$ cat src/verilog/nvc_pkg.sv
// shared constants and carrier types for the interrupt priority/pending block
// assumes one 250 MHz system clock and a 32-bit Avalon-MM register port

package nvc_pkg;
   // ==========================================================
   // sizes
   localparam int NUM_IRQ = 32;
   localparam int ID_W = 9;
   localparam int PRIO_W = 8;
   localparam int LANES = 4;
   localparam int NUM_PRIO_REGS = 120;
   localparam int ADDR_W = 12;
   localparam int CLK_MHZ = 250;
   // implemented priority bits are the upper ones, low ones read zero
   localparam logic [PRIO_W-1:0] PRIO_MASK = 8'hF0;
   localparam logic [PRIO_W-1:0] PRIO_RESET = 8'h00;
   localparam logic [PRIO_W-1:0] NS_PRIO_TOP = 8'h80;
   localparam logic [31:0] WORD_RESET = 32'h0000_0000;
   localparam logic [ID_W-1:0] SOFTWARE_INTERRUPT_TRIGGER_ID_MAX = 9'h1DF;

   // ==========================================================
   // register byte offsets
   localparam logic [ADDR_W-1:0] OFS_ENA_SET = 12'h000;
   localparam logic [ADDR_W-1:0] OFS_ENA_CLR = 12'h080;
   localparam logic [ADDR_W-1:0] OFS_SET_PEND = 12'h100;
   localparam logic [ADDR_W-1:0] OFS_CLR_PEND = 12'h180;
   localparam logic [ADDR_W-1:0] OFS_ACTIVE = 12'h200;
   localparam logic [ADDR_W-1:0] OFS_TARGET = 12'h280;
   localparam logic [ADDR_W-1:0] OFS_PULSE_CFG = 12'h2C0;
   localparam logic [ADDR_W-1:0] OFS_PRIO = 12'h300;
   localparam logic [ADDR_W-1:0] OFS_CONFIG = 12'h500;
   localparam logic [ADDR_W-1:0] OFS_SOFTWARE_INTERRUPT_TRIGGER = 12'h600;
   localparam int CFG_PERMIT_BIT = 0;

   // ==========================================================
   // per-interrupt state, codes are {active, pending}
   typedef enum logic [1:0] {
      ST_IDLE = 2'b00,
      ST_PEND = 2'b01,
      ST_ACT = 2'b10,
      ST_ACT_PEND = 2'b11
   } nvc_irq_state_e;

   // core handler entry or return event
   typedef struct packed {
      logic valid;
      logic [ID_W-1:0] id;
   } nvc_hdl_s;

   // best candidate offered to the core
   typedef struct packed {
      logic valid;
      logic [ID_W-1:0] id;
      logic [PRIO_W-1:0] prio;
   } nvc_take_s;
endpackage

$ cat src/verilog/nvc_ctrl.sv
// top of the interrupt priority and pending controller
// assumes an Avalon-MM master with privilege and security sidebands,
// interrupt lines from peripherals, and handler events from the core
//
// Behaviour
// RULE_01: one 8-bit priority per interrupt, four per word
// RULE_02: priority words take byte, halfword, word writes
// RULE_03: lower priority value means more urgent
// RULE_04: unimplemented low priority bits read zero
// RULE_05: interrupt M sits in word M/4, lane M%4
// RULE_06: nonsecure priorities follow the shift setting
// RULE_07: secure-only bits hidden from nonsecure; one copy
// RULE_08: clear-pending write one clears, read shows pending
// RULE_09: clear-pending leaves active state alone
// RULE_10: trigger register pends interrupt number in bits 8:0
// RULE_11: unprivileged trigger only with permit; permit privileged
// RULE_12: pulse inputs sampled on rising clock edge
// RULE_13: peripheral holds pulse at least one cycle
// RULE_14: peripheral holds level until serviced
// RULE_15: handler entry clears pending, sets active
// RULE_16: asserted level pends when not active
// RULE_17: rising edge pends a pulse interrupt
// RULE_18: level return re-pends if still asserted
// RULE_19: pulse while active gives active and pending
// RULE_20: level clear ignored while line asserted
// RULE_21: pulse clear drops only pending
// RULE_22: disabled interrupts can still become pending
// RULE_23: master uses aligned accesses only
// RULE_24: set-pending write one pends, zero ignored
// RULE_25: only enabled pending interrupts are offered
// RULE_26: trigger with unimplemented number is ignored
`timescale 1ns/1ps

module nvc_ctrl
   import nvc_pkg::*;
(
   // clock and reset
   input wire logic clk_sys,
   input wire logic rstn,
   // avalon-mm slave
   input wire logic [ADDR_W-1:0] avs_address,
   input wire logic avs_read,
   input wire logic avs_write,
   input wire logic [31:0] avs_writedata,
   input wire logic [LANES-1:0] avs_byteenable,
   output logic [31:0] avs_readdata,
   output logic avs_waitrequest,
   // access attributes of the current request
   input wire logic avs_priv,
   input wire logic avs_nonsecure,
   // interrupt request lines
   input wire logic [NUM_IRQ-1:0] irq_req,
   // priority-shift setting for nonsecure interrupts
   input wire logic nonsecure_priority_shift,
   // core handler events
   input wire nvc_hdl_s hdl_enter,
   input wire nvc_hdl_s hdl_exit,
   // most urgent enabled pending interrupt
   output nvc_take_s take
);
   // ==========================================================
   // helpers

   // byte enables widened to a bit mask
   function automatic logic [31:0] lane_mask(input logic [LANES-1:0] be);
      logic [31:0] m;
      m = '0;
      for (int l = 0; l < LANES; l++)
         m[8*l +: 8] = {8{be[l]}};
      return m;
   endfunction

   // one-hot of an interrupt number, empty if not implemented
   function automatic logic [NUM_IRQ-1:0] id_hot(input logic ok,
                                                 input logic [ID_W-1:0] id);
      logic [NUM_IRQ-1:0] h;
      h = '0;
      for (int i = 0; i < NUM_IRQ; i++)
         if (ok && id == ID_W'(i))
            h[i] = 1'b1;
      return h;
   endfunction

   // ==========================================================
   // state
   logic wait_reg;
   logic [31:0] rdata_reg, rdata_next;
   logic [NUM_IRQ-1:0] en_reg;
   logic [NUM_IRQ-1:0] tgt_reg;
   logic [NUM_IRQ-1:0] pulse_reg;
   logic permit_reg;
   logic [PRIO_W-1:0] prio_reg [NUM_IRQ];
   logic [PRIO_W-1:0] eff_prio [NUM_IRQ];
   nvc_take_s take_reg, take_next;

   logic acc_wr, acc_rd;
   logic [31:0] wmask, vis;
   logic [ADDR_W-1:0] prio_off;
   logic [ADDR_W-3:0] prio_idx;
   logic in_prio;
   logic [NUM_IRQ-1:0] set_vec, clr_vec, enter_vec, exit_vec, software_interrupt_trigger_vec;
   logic [NUM_IRQ-1:0] pend_vec, act_vec;
   logic software_interrupt_trigger_ok;
   logic [ID_W-1:0] software_interrupt_trigger_id;

   // ==========================================================
   // bus handshake

   // a write is accepted on the edge where waitrequest is seen low, a read on the edge before
   assign acc_wr = avs_write && !wait_reg;
   assign acc_rd = avs_read && wait_reg;
   assign wmask = lane_mask(avs_byteenable);

   // nonsecure masters see only nonsecure-targeted interrupts
   assign vis = avs_nonsecure ? tgt_reg : '1; // RULE_07

   // priority window decode
   assign prio_off = avs_address - OFS_PRIO;
   assign prio_idx = prio_off[ADDR_W-1:2];
   assign in_prio = (avs_address >= OFS_PRIO) &&
                    (prio_idx < (ADDR_W-2)'(NUM_PRIO_REGS)); // RULE_01

   // waitrequest drops for one cycle after a request is seen
   always_ff @(posedge clk_sys or negedge rstn) begin
      if (!rstn)
         wait_reg <= 1'b1;
      else
         wait_reg <= !((avs_read || avs_write) && wait_reg);
   end

   // ==========================================================
   // software events to the cells

   // trigger decode, gated by privilege, range and security
   assign software_interrupt_trigger_id = avs_writedata[ID_W-1:0]; // RULE_10
   assign software_interrupt_trigger_ok = acc_wr && avs_address == OFS_SOFTWARE_INTERRUPT_TRIGGER &&
                    avs_byteenable[0] && avs_byteenable[1] &&
                    (avs_priv || permit_reg) && // RULE_11
                    software_interrupt_trigger_id <= SOFTWARE_INTERRUPT_TRIGGER_ID_MAX &&
                    software_interrupt_trigger_id < ID_W'(NUM_IRQ); // RULE_26
   assign software_interrupt_trigger_vec = id_hot(software_interrupt_trigger_ok, software_interrupt_trigger_id) & vis[NUM_IRQ-1:0];

   // set and clear pending strobes
   always_comb begin
      set_vec = software_interrupt_trigger_vec;
      clr_vec = '0;
      if (acc_wr && avs_address == OFS_SET_PEND)
         set_vec = set_vec | (avs_writedata & wmask & vis); // RULE_24
      if (acc_wr && avs_address == OFS_CLR_PEND)
         clr_vec = avs_writedata & wmask & vis; // RULE_08
   end

   // handler entry and return from the core
   assign enter_vec = id_hot(hdl_enter.valid, hdl_enter.id);
   assign exit_vec = id_hot(hdl_exit.valid, hdl_exit.id);

   // ==========================================================
   // per-interrupt cells and priority bytes
   genvar g;
   generate
      for (g = 0; g < NUM_IRQ; g++) begin : gen_irq
         nvc_irq_cell u_cell (
            .clk_sys(clk_sys),
            .rstn(rstn),
            .req_pin(irq_req[g]),
            .is_pulse(pulse_reg[g]),
            .sw_set(set_vec[g]),
            .sw_clr(clr_vec[g]),
            .hdl_enter(enter_vec[g]),
            .hdl_exit(exit_vec[g]),
            .pending(pend_vec[g]),
            .active(act_vec[g])
         );

         // byte lane writes update only the addressed field
         always_ff @(posedge clk_sys or negedge rstn) begin
            if (!rstn)
               prio_reg[g] <= PRIO_RESET;
            else if (acc_wr && in_prio && prio_idx == (ADDR_W-2)'(g / LANES) &&
                     avs_byteenable[g % LANES] && vis[g]) // RULE_02 RULE_05
               prio_reg[g] <= avs_writedata[8*(g % LANES) +: 8] & PRIO_MASK; // RULE_04
         end

         // nonsecure priorities are folded into the lower half
         assign eff_prio[g] = (tgt_reg[g] && nonsecure_priority_shift) ?
                              (NS_PRIO_TOP | (prio_reg[g] >> 1)) :
                              prio_reg[g]; // RULE_06
      end
   endgenerate

   // ==========================================================
   // control registers

   // enable set and clear
   always_ff @(posedge clk_sys or negedge rstn) begin
      if (!rstn)
         en_reg <= '0;
      else if (acc_wr && avs_address == OFS_ENA_SET)
         en_reg <= en_reg | (avs_writedata & wmask & vis);
      else if (acc_wr && avs_address == OFS_ENA_CLR)
         en_reg <= en_reg & ~(avs_writedata & wmask & vis);
   end

   // target state, secure masters only
   always_ff @(posedge clk_sys or negedge rstn) begin
      if (!rstn)
         tgt_reg <= '0;
      else if (acc_wr && avs_address == OFS_TARGET && !avs_nonsecure)
         tgt_reg <= (tgt_reg & ~wmask) | (avs_writedata & wmask); // RULE_07
   end

   // line kind, one means pulse
   always_ff @(posedge clk_sys or negedge rstn) begin
      if (!rstn)
         pulse_reg <= '0;
      else if (acc_wr && avs_address == OFS_PULSE_CFG)
         pulse_reg <= (pulse_reg & ~(wmask & vis)) | (avs_writedata & wmask & vis);
   end

   // unprivileged trigger permit, privileged writes only
   always_ff @(posedge clk_sys or negedge rstn) begin
      if (!rstn)
         permit_reg <= 1'b0;
      else if (acc_wr && avs_address == OFS_CONFIG && avs_priv && avs_byteenable[0])
         permit_reg <= avs_writedata[CFG_PERMIT_BIT]; // RULE_11
   end

   // ==========================================================
   // read path, unmapped reads return zero
   always_comb begin
      rdata_next = WORD_RESET;
      if (avs_address == OFS_ENA_SET || avs_address == OFS_ENA_CLR)
         rdata_next = en_reg & vis;
      else if (avs_address == OFS_SET_PEND || avs_address == OFS_CLR_PEND)
         rdata_next = pend_vec & vis; // RULE_08
      else if (avs_address == OFS_ACTIVE)
         rdata_next = act_vec & vis;
      else if (avs_address == OFS_TARGET)
         rdata_next = avs_nonsecure ? WORD_RESET : tgt_reg;
      else if (avs_address == OFS_PULSE_CFG)
         rdata_next = pulse_reg & vis;
      else if (avs_address == OFS_CONFIG)
         rdata_next[CFG_PERMIT_BIT] = permit_reg;
      else if (in_prio) begin
         for (int l = 0; l < LANES; l++) begin
            if (int'(prio_idx) * LANES + l < NUM_IRQ &&
                vis[int'(prio_idx) * LANES + l])
               rdata_next[8*l +: 8] = prio_reg[int'(prio_idx) * LANES + l]; // RULE_05
         end
      end
   end

   // read data captured as waitrequest drops
   always_ff @(posedge clk_sys or negedge rstn) begin
      if (!rstn)
         rdata_reg <= WORD_RESET;
      else if (acc_rd)
         rdata_reg <= rdata_next;
   end

   // ==========================================================
   // arbitration toward the core
   logic arb_found;
   logic [ID_W-1:0] arb_id;
   logic [PRIO_W-1:0] arb_prio;

   nvc_prio_arb u_arb (
      .cand(pend_vec & en_reg), // RULE_25 RULE_22
      .prio(eff_prio),
      .found(arb_found),
      .best_id(arb_id),
      .best_prio(arb_prio)
   );

   // offer register
   always_comb begin
      take_next.valid = arb_found;
      take_next.id = arb_id;
      take_next.prio = arb_prio;
   end

   always_ff @(posedge clk_sys or negedge rstn) begin
      if (!rstn)
         take_reg <= '0;
      else
         take_reg <= take_next;
   end

   // ==========================================================
   // outputs
   assign avs_readdata = rdata_reg;
   assign avs_waitrequest = wait_reg;
   assign take = take_reg;
endmodule

$ cat src/verilog/nvc_irq_cell.sv
// one interrupt's pending/active state and its request input path
// assumes req_pin is asynchronous to clk_sys; all other inputs are on clk_sys
`timescale 1ns/1ps

module nvc_irq_cell
   import nvc_pkg::*;
(
   // clock and reset
   input wire logic clk_sys,
   input wire logic rstn,
   // request line and its kind
   input wire logic req_pin,
   input wire logic is_pulse,
   // software and core events
   input wire logic sw_set,
   input wire logic sw_clr,
   input wire logic hdl_enter,
   input wire logic hdl_exit,
   // state
   output logic pending,
   output logic active
);
   // ==========================================================
   // input sampling
   logic req_s1_reg, req_s2_reg, req_s3_reg;
   nvc_irq_state_e state_reg, state_next;
   logic pend_n, act_n, rise;

   // two-stage synchroniser plus edge history
   always_ff @(posedge clk_sys or negedge rstn) begin
      if (!rstn) begin
         req_s1_reg <= 1'b0;
         req_s2_reg <= 1'b0;
         req_s3_reg <= 1'b0;
      end else begin
         req_s1_reg <= req_pin;
         req_s2_reg <= req_s1_reg;
         req_s3_reg <= req_s2_reg; // RULE_12
      end
   end

   assign rise = req_s2_reg && !req_s3_reg;

   // ==========================================================
   // state update
   always_comb begin
      case (state_reg)
         ST_IDLE: begin
            pending = 1'b0;
            active = 1'b0;
         end
         ST_PEND: begin
            pending = 1'b1;
            active = 1'b0;
         end
         ST_ACT: begin
            pending = 1'b0;
            active = 1'b1;
         end
         ST_ACT_PEND: begin
            pending = 1'b1;
            active = 1'b1;
         end
         default: begin
            pending = 1'b0;
            active = 1'b0;
         end
      endcase
      pend_n = pending;
      act_n = active;
      // level clear has no effect while the line is high
      if (sw_clr && (is_pulse || !req_s2_reg))
         pend_n = 1'b0; // RULE_20 RULE_21 RULE_09
      if (hdl_enter) begin
         pend_n = 1'b0; // RULE_15
         act_n = 1'b1;
      end
      if (hdl_exit) begin
         act_n = 1'b0;
         if (!is_pulse)
            pend_n = req_s2_reg; // RULE_18
      end
      // sets come last so they win over any clear
      if (!is_pulse && req_s2_reg && !active && !hdl_enter)
         pend_n = 1'b1; // RULE_16 RULE_22
      if (is_pulse && rise)
         pend_n = 1'b1; // RULE_17 RULE_19
      if (sw_set)
         pend_n = 1'b1; // RULE_24
      state_next = nvc_irq_state_e'({act_n, pend_n});
   end

   // state register
   always_ff @(posedge clk_sys or negedge rstn) begin
      if (!rstn)
         state_reg <= ST_IDLE;
      else
         state_reg <= state_next;
   end
endmodule

$ cat src/verilog/nvc_prio_arb.sv
// picks the most urgent candidate interrupt
// assumes priorities are already adjusted for the nonsecure shift
`timescale 1ns/1ps

module nvc_prio_arb
   import nvc_pkg::*;
(
   // candidates and their priorities
   input wire logic [NUM_IRQ-1:0] cand,
   input wire logic [PRIO_W-1:0] prio [NUM_IRQ],
   // winner
   output logic found,
   output logic [ID_W-1:0] best_id,
   output logic [PRIO_W-1:0] best_prio
);
   // ==========================================================
   // lowest value wins, lowest number breaks ties
   always_comb begin
      found = 1'b0;
      best_id = '0;
      best_prio = '1;
      for (int i = 0; i < NUM_IRQ; i++) begin
         if (cand[i] && (!found || prio[i] < best_prio)) begin // RULE_03
            found = 1'b1;
            best_id = ID_W'(i);
            best_prio = prio[i];
         end
      end
   end
endmodule

$ cat config.mk
export PLATFORM = sky130hd
export DESIGN_NAME = nvc_ctrl
export DESIGN_NICKNAME = d
export VERILOG_FILES = /design/src/verilog/nvc_pkg.sv /design/src/verilog/nvc_ctrl.sv /design/src/verilog/nvc_irq_cell.sv /design/src/verilog/nvc_prio_arb.sv
export SDC_FILE = /design/constraint.sdc
export NUM_CORES = 1
export LEC_CHECK = 0
export BUFFER_PORTS_ARGS = -buffer_cell sky130_fd_sc_hd__buf_4
export CORE_MARGIN = 2
export CORE_UTILIZATION = 45
export DETAILED_ROUTE_END_ITERATION = 12
export PLACE_DENSITY = 0.69
export SYNTH_ARGS = -nofsm -noshare
export SYNTH_HDL_FRONTEND = slang
export SYNTH_SLANG_ARGS = --single-unit
$ cat constraint.sdc
create_clock -name clk_sys -period 67 [get_ports clk_sys]
set_clock_uncertainty 0.2 [all_clocks]
set_input_delay 13.4 -clock clk_sys [delete_from_list [all_inputs] [get_ports clk_sys]]
set_output_delay 13.4 -clock clk_sys [all_outputs]
set_load 0.1 [all_outputs]
-- Word-level counts from Yosys, hierarchy flattened
Cells that the tools add are included.
- output and inout port bits: 51
- logic and storage cells: 1938
- flip-flop bits (word level): 436
- input bits: 107
- bitwise logic cells: 23
- multiplexer cells: 616
- add/sub/neg operators: 4
- equality and inequality tests: 204
- reductions and logical operators: 875
- magnitude comparators: 47
- operator list (operator ; number):
    8-bit 2-to-1 mux ; 76
    1-bit logical AND ; 448
    9-bit by 5-bit equality test with 1-bit output, second input constant ; 48
    1-bit 2-to-1 mux ; 425
    32-bit bitwise AND ; 12
    32-bit 2-to-1 mux ; 12
    2-bit OR reduction ; 128
    8-bit less-than comparator ; 31
    9-bit by 4-bit equality test with 1-bit output, second input constant ; 24
    1-bit zero test ; 194
    32-bit by 7-bit less-than comparator with 1-bit output, second input constant ; 6
    8-bit binary-select mux with 5-bit select ; 4
    2-bit equality test, second input constant ; 64
    32-bit by 6-bit greater-or-equal comparator with 1-bit output, second input constant ; 4
    32-bit bitwise OR ; 4
    1-bit case mux with 2 select lines ; 64
    9-bit by 3-bit equality test with 1-bit output, second input constant ; 12
    13-bit NOT with 32-bit output ; 3
    32-bit NOT ; 3
    5-bit 2-to-1 mux ; 16
    1-bit logical OR ; 67
    2-bit by 1-bit equality test with 1-bit output, second input constant ; 32
    2-bit zero test ; 32
    9-bit by 2-bit equality test with 1-bit output, second input constant ; 6
    27 further kinds ; 54

-- Longest topological paths before layout
- depth in word-level cells: 129
- gate-level depth with buffers: 277
- gate-level depth less buffers: 262

-- Modules after synthesis
A second synthesis with hierarchy kept.
- cells, all modules: 4140
- area total of the unflattened synthesis: 36308.6 um^2
- modules (own cells, without submodules) (module ; times used ; area an instance (um^2) ; sequential area each (um^2) ; cells each):
    nvc_ctrl ; 1 ; 17803.3 ; 6907.9 ; 1832
    nvc_prio_arb ; 1 ; 12499.5 ; 0.0 ; 1796
    nvc_irq_cell ; 32 ; 187.7 ; 125.1 ; 16

-- Worst setup path after synthesis
Ideal clock, no wire load.
- path type: input-to-reg
- start point: input nonsecure_priority_shift
- end point: register take_reg, in the netlist take[11]
- path buffers: 19
- path slack: 6.563 ns
- data arrival time: 60.127 ns
- data required time: 66.690 ns
- library setup time: 0.110 ns
- stages: 259
- cells stage by stage: clkbuf_1 > and3_1 > a211oi_1 > ha_1 > a211oi_1 > o221ai_1 > a21o_1 > a21o_1 > ha_1 > a21o_1 > a2111oi_2 > o22a_1 > buf_2 > a211oi_1 > a21oi_1 > ha_1 > o21a_1 > o21ai_0 > [223 not listed] > o21ai_0 > and3_1 > clkbuf_1 > a21oi_1 > a21oi_1 > o21a_1 > ha_1 > o21a_1 > o21a_1 > o21ai_0 > nand2b_1 > a21oi_1 > nor2_1 > nor2_1 > nor2_1 > nand2_1 > nor2_1 > o41ai_1
- cells in the longest elaborated chain, start to end: 127
- elaborated cells between the ends (all ways): 272
- classes of those cells: order compare: 31; mux: 117; reduce/logical: 124
- ends and longest elaborated chain (item ; RTL line ; source):
    start: declaration ; nvc_ctrl.sv:54 ; input wire logic nonsecure_priority_shift,
    1-bit logical AND ; nvc_ctrl.sv:185 ; assign eff_prio[g] = (tgt_reg[g] && nonsecure_priority_shift) ?
    8-bit 2-to-1 mux ; nvc_ctrl.sv:185 ;
    8-bit 2-to-1 mux ; nvc_prio_arb.sv:23 ; if (cand[i] && (!found || prio[i] < best_prio)) begin
    8-bit less-than comparator ; nvc_prio_arb.sv:23 ;
    1-bit logical OR ; nvc_prio_arb.sv:23 ;
    1-bit logical AND ; nvc_prio_arb.sv:23 ;
    8-bit 2-to-1 mux / 1-bit 2-to-1 mux (equally long branches) ; nvc_prio_arb.sv:23 ;
    8-bit less-than comparator / 1-bit zero test (equally long branches) ; nvc_prio_arb.sv:23 ;
    [112 not listed] ; - ;
    1-bit logical OR ; nvc_prio_arb.sv:23 ;
    1-bit logical AND ; nvc_prio_arb.sv:23 ;
    8-bit 2-to-1 mux / 1-bit 2-to-1 mux (equally long branches) ; nvc_prio_arb.sv:23 ;
    8-bit less-than comparator / 1-bit zero test (equally long branches) ; nvc_prio_arb.sv:23 ;
    1-bit logical OR ; nvc_prio_arb.sv:23 ;
    1-bit logical AND ; nvc_prio_arb.sv:23 ;
    5-bit 2-to-1 mux (*) ; nvc_prio_arb.sv:23 ;
    named net arb_id[3] ; nvc_ctrl.sv:264 ; logic [ID_W-1:0] arb_id;
    end signal: assignment ; nvc_ctrl.sv:286 ; take_reg <= take_next;
    end: declaration ; nvc_ctrl.sv:94 ; nvc_take_s take_reg, take_next;
The timed path passes the listed nets; every way through them passes the cells marked *.
A chain may end at the register's enable or synchronous reset.

-- Worst setup path in the final report
- start point: input nonsecure_priority_shift
- end point: register take_reg, in the netlist take[12]
Same word-level chain as after synthesis.

==> results.md <==
* Area of the multi-input gates at 17,700 um2
* Syn avg cell area at 9.36 um2
* Pleak at 0.0160 uW
* Crit Path Max Fanout at 77
* Fillers at 5,872
* CTS root buf: clkbuf_16
* Syn. warnings at 0
* Startpoint types: input pin
* Minimum hold slack at 0.141 ns
* Pin count of the biggest net entering global routing at between 90 and 100
* Seq cells post-synth at 430
* CP peak stage delay at 0.45 ns
* CP arrival at 63.52 ns
* Syn-to-layout area delta at 12.4%
* Met3 Use GR at 8.26%
* GP Congestion at 1.01
* DP HPWL at 83,800 um
* Tcrit/Tclk final at a little over nine tenths
* Most frequent cells in the layout: dfrtp_1, nand2_1, mux2_2, o21ai_0, buf_4
* Reg2reg setup slack at approximately 16 ns
* Status: completed
* Final min period at 63.28 ns
* Number of flops mapped to enable cells by yosys at 0
* Antenna-violating nets left at 0
* Grt peak-use layer: met2
* Max Cap Viol at 0
* Peak Freq at ~16 MHz
* TritonCTS buffer count at 44
* GRT Total Usage at 32.1%
* Hold EP: gen_irq[5].u_cell.req_s2_reg$_DFF_PN0_
* Crit-path slowest cell: o31a_2
* Hold_sp: gen_irq[5].u_cell.req_s1_reg$_DFF_PN0_
* Worst R2R End: take[12]$_DFF_PN0_
* Nets@finish at 3,469
* WHS Path Cells at 0
* Post-cts hold buffer count at 0
* Clock Latency Late Sink at about 0.60 ns
* Final setup vio count at 0
* DIE AREA at 67,000 um2
* Clock transition at the registers of the reported paths at 0.06 ns
* Clock sink count at 430
* Kind of end point of the critical path: flip-flop
* Vias per cell at about 6.6
* Reg2reg path depth at between 200 and 300
* Post-Syn Instances at around 3.1k
* Distinct cells, synth at 98
* Met1 Use GR at 43.1%
* Req. time, crit path at 67.24 ns
* Ys async rst share at 100%
* Storage element area at 10,800 um2
* Relative slew slack at between 10% and 20%
* Crit Path Category: in2reg
* Routed len/inst at ~27 um
* Slew Limit Fails at 0
* Post-synthesis sequential area ratio at 36.8%
* Peak supply drop at 0.0201 mV
* Starting Density at a little under half
* Port buffer count at between 150 and 200
* Htree depth at 2
* Final wirelength at 110,000 um
* DR DRC count at 0
* I/O pins at 158
* Vias in the first global route at about 25k
* Drt pass-1 iters at 8
* Most common cell after layout, fill and taps aside: dfrtp_1
* Tightest Hold Check Type: reg2reg
* ANT cells at 0
* Met2 usage at between 40% and 50%
* Drt first-iter violations at 3,463
* Die width at 259 um
* Final Hold Viols at 0
* Die Span Y at between 200 and 300 um
* First-pass GRT wire length at 162,000 um
* Cell mode on critical path: o21a_1
* Via count at about 27k
* Pwr/cell area at 17.2 nW/um2
* CTS tree: yes
* Antenna violations before repair at 5
* Core area at around 64,000 um2
* Ratio of cells with drive above 1 in the final layout at 20.9%
* Cell Rows at 93
* Util after Layout at 51.0%
* Worst-margin pin slew at 1.30 ns
* Area of the mapped netlist at 29,200 um2
* Main flop type after synthesis: dfrtp_1
* Max Root-Sink Buffers at 3
* Grt total ovfl at 0
where the power goes:
| group | total [uW] | switching [uW] | internal, uW |
|---|---|---|---|
| Clock | 261 | 109 | 152 |
| Sequential | 266 | 2.55 | 264 |
| Combinational | 36.3 | 27.3 | 9.07 |
final cells by class:
cell class	instances	share of cell area [%]
Timing Repair Buffer	199	4.61
Multi-Input combinational cell	2441	53.8
Clock buffer	57	3.68
Clock inverter	21	0.918
Sequential cell	430	32.8
Inverter	85	0.971
Tap cell	855	3.26
what timing repair did:
action,4_1_cts,5_1_grt
setup endpoints to repair,0,10
buffers inserted,0,7
gates resized for setup,0,42
critical path: cells and delay by family:
| family | cells | cell delay [ns] |
|---|---|---|
| buf+inv | 16 | 2.86 |
| mux | 4 | 0.98 |
| fa+ha+maj | 31 | 8.39 |
| simple gates | 50 | 8.84 |
| compound gates | 157 | 28.94 |
logic make-up (layout without fill, tap and decap cells):
logic type	after synthesis	after routing	share of synthesized area (%)
simple gates	991	991	16.1
flops	430	430	36.8
buf+inv	253	362	3.42
other cells	1	4	0.0128
fa+ha+maj	161	161	6.89
xor+xnor	1	1	0.0300
compound gates	907	907	20.9
mux	377	377	15.8
metal layers:
layer | wire, um | vias up
li1 | - | 11800
met1 | 43500 | 13200
met2 | 46800 | 1713
met3 | 12900 | 376
met4 | 6940 | 10
met5 | 73 | -
Yosys cell counts, types with 31 or more instances:
master,n,area [um2]
o22ai_1,38,238
inv_1,84,315
a21oi_1,148,741
nand2b_1,79,494
and3_1,57,357
o21ai_0,227,1140
dfrtp_1,429,10700
mux2i_1,58,581
a22oi_1,38,285
a211oi_1,34,255
mux2_2,278,3130
clkbuf_1,137,514
nand3_1,82,410
o211ai_1,31,233
nor3_1,41,205
a21o_1,41,308
mux4_2,40,901
nor2_1,198,743
nand2_1,382,1430
ha_1,161,2010
a31oi_1,44,275
o21a_1,76,571
worst max-delay path by stage:
stage | from | end | slack, ns | cells past startpoint
after global routing | nonsecure_priority_shift | take[11]$_DFF_PN0_ | -0.05 | 259
after detailed placement | nonsecure_priority_shift | take[11]$_DFF_PN0_ | -0.21 | 255
after floorplan | nonsecure_priority_shift | take[11]$_DFF_PN0_ | 6.56 | 259
after CTS | nonsecure_priority_shift | take[11]$_DFF_PN0_ | 0.20 | 256
final | nonsecure_priority_shift | take[12]$_DFF_PN0_ | 3.72 | 258
after global placement | nonsecure_priority_shift | take[10]$_DFF_PN0_ | 0.93 | 253
through the flow:
step / cell area, um2 / setup slack (ns) / std cells / power (uW) / TNS (ns)
floorplan: 29200 / 6.56 / 3124 / 286 / 0
global placement: 31100 / 0.930 / 4003 / 306 / 0
detailed placement: 31100 / -0.207 / 4003 / 306 / -0.740
CTS: 32600 / 0.201 / 4081 / 565 / 0
global route: 32800 / -0.0451 / 4088 / 578 / -0.0652
finish: 32800 / 3.72 / 4088 / 564 / 0
(Power assumes the default switching activity.)
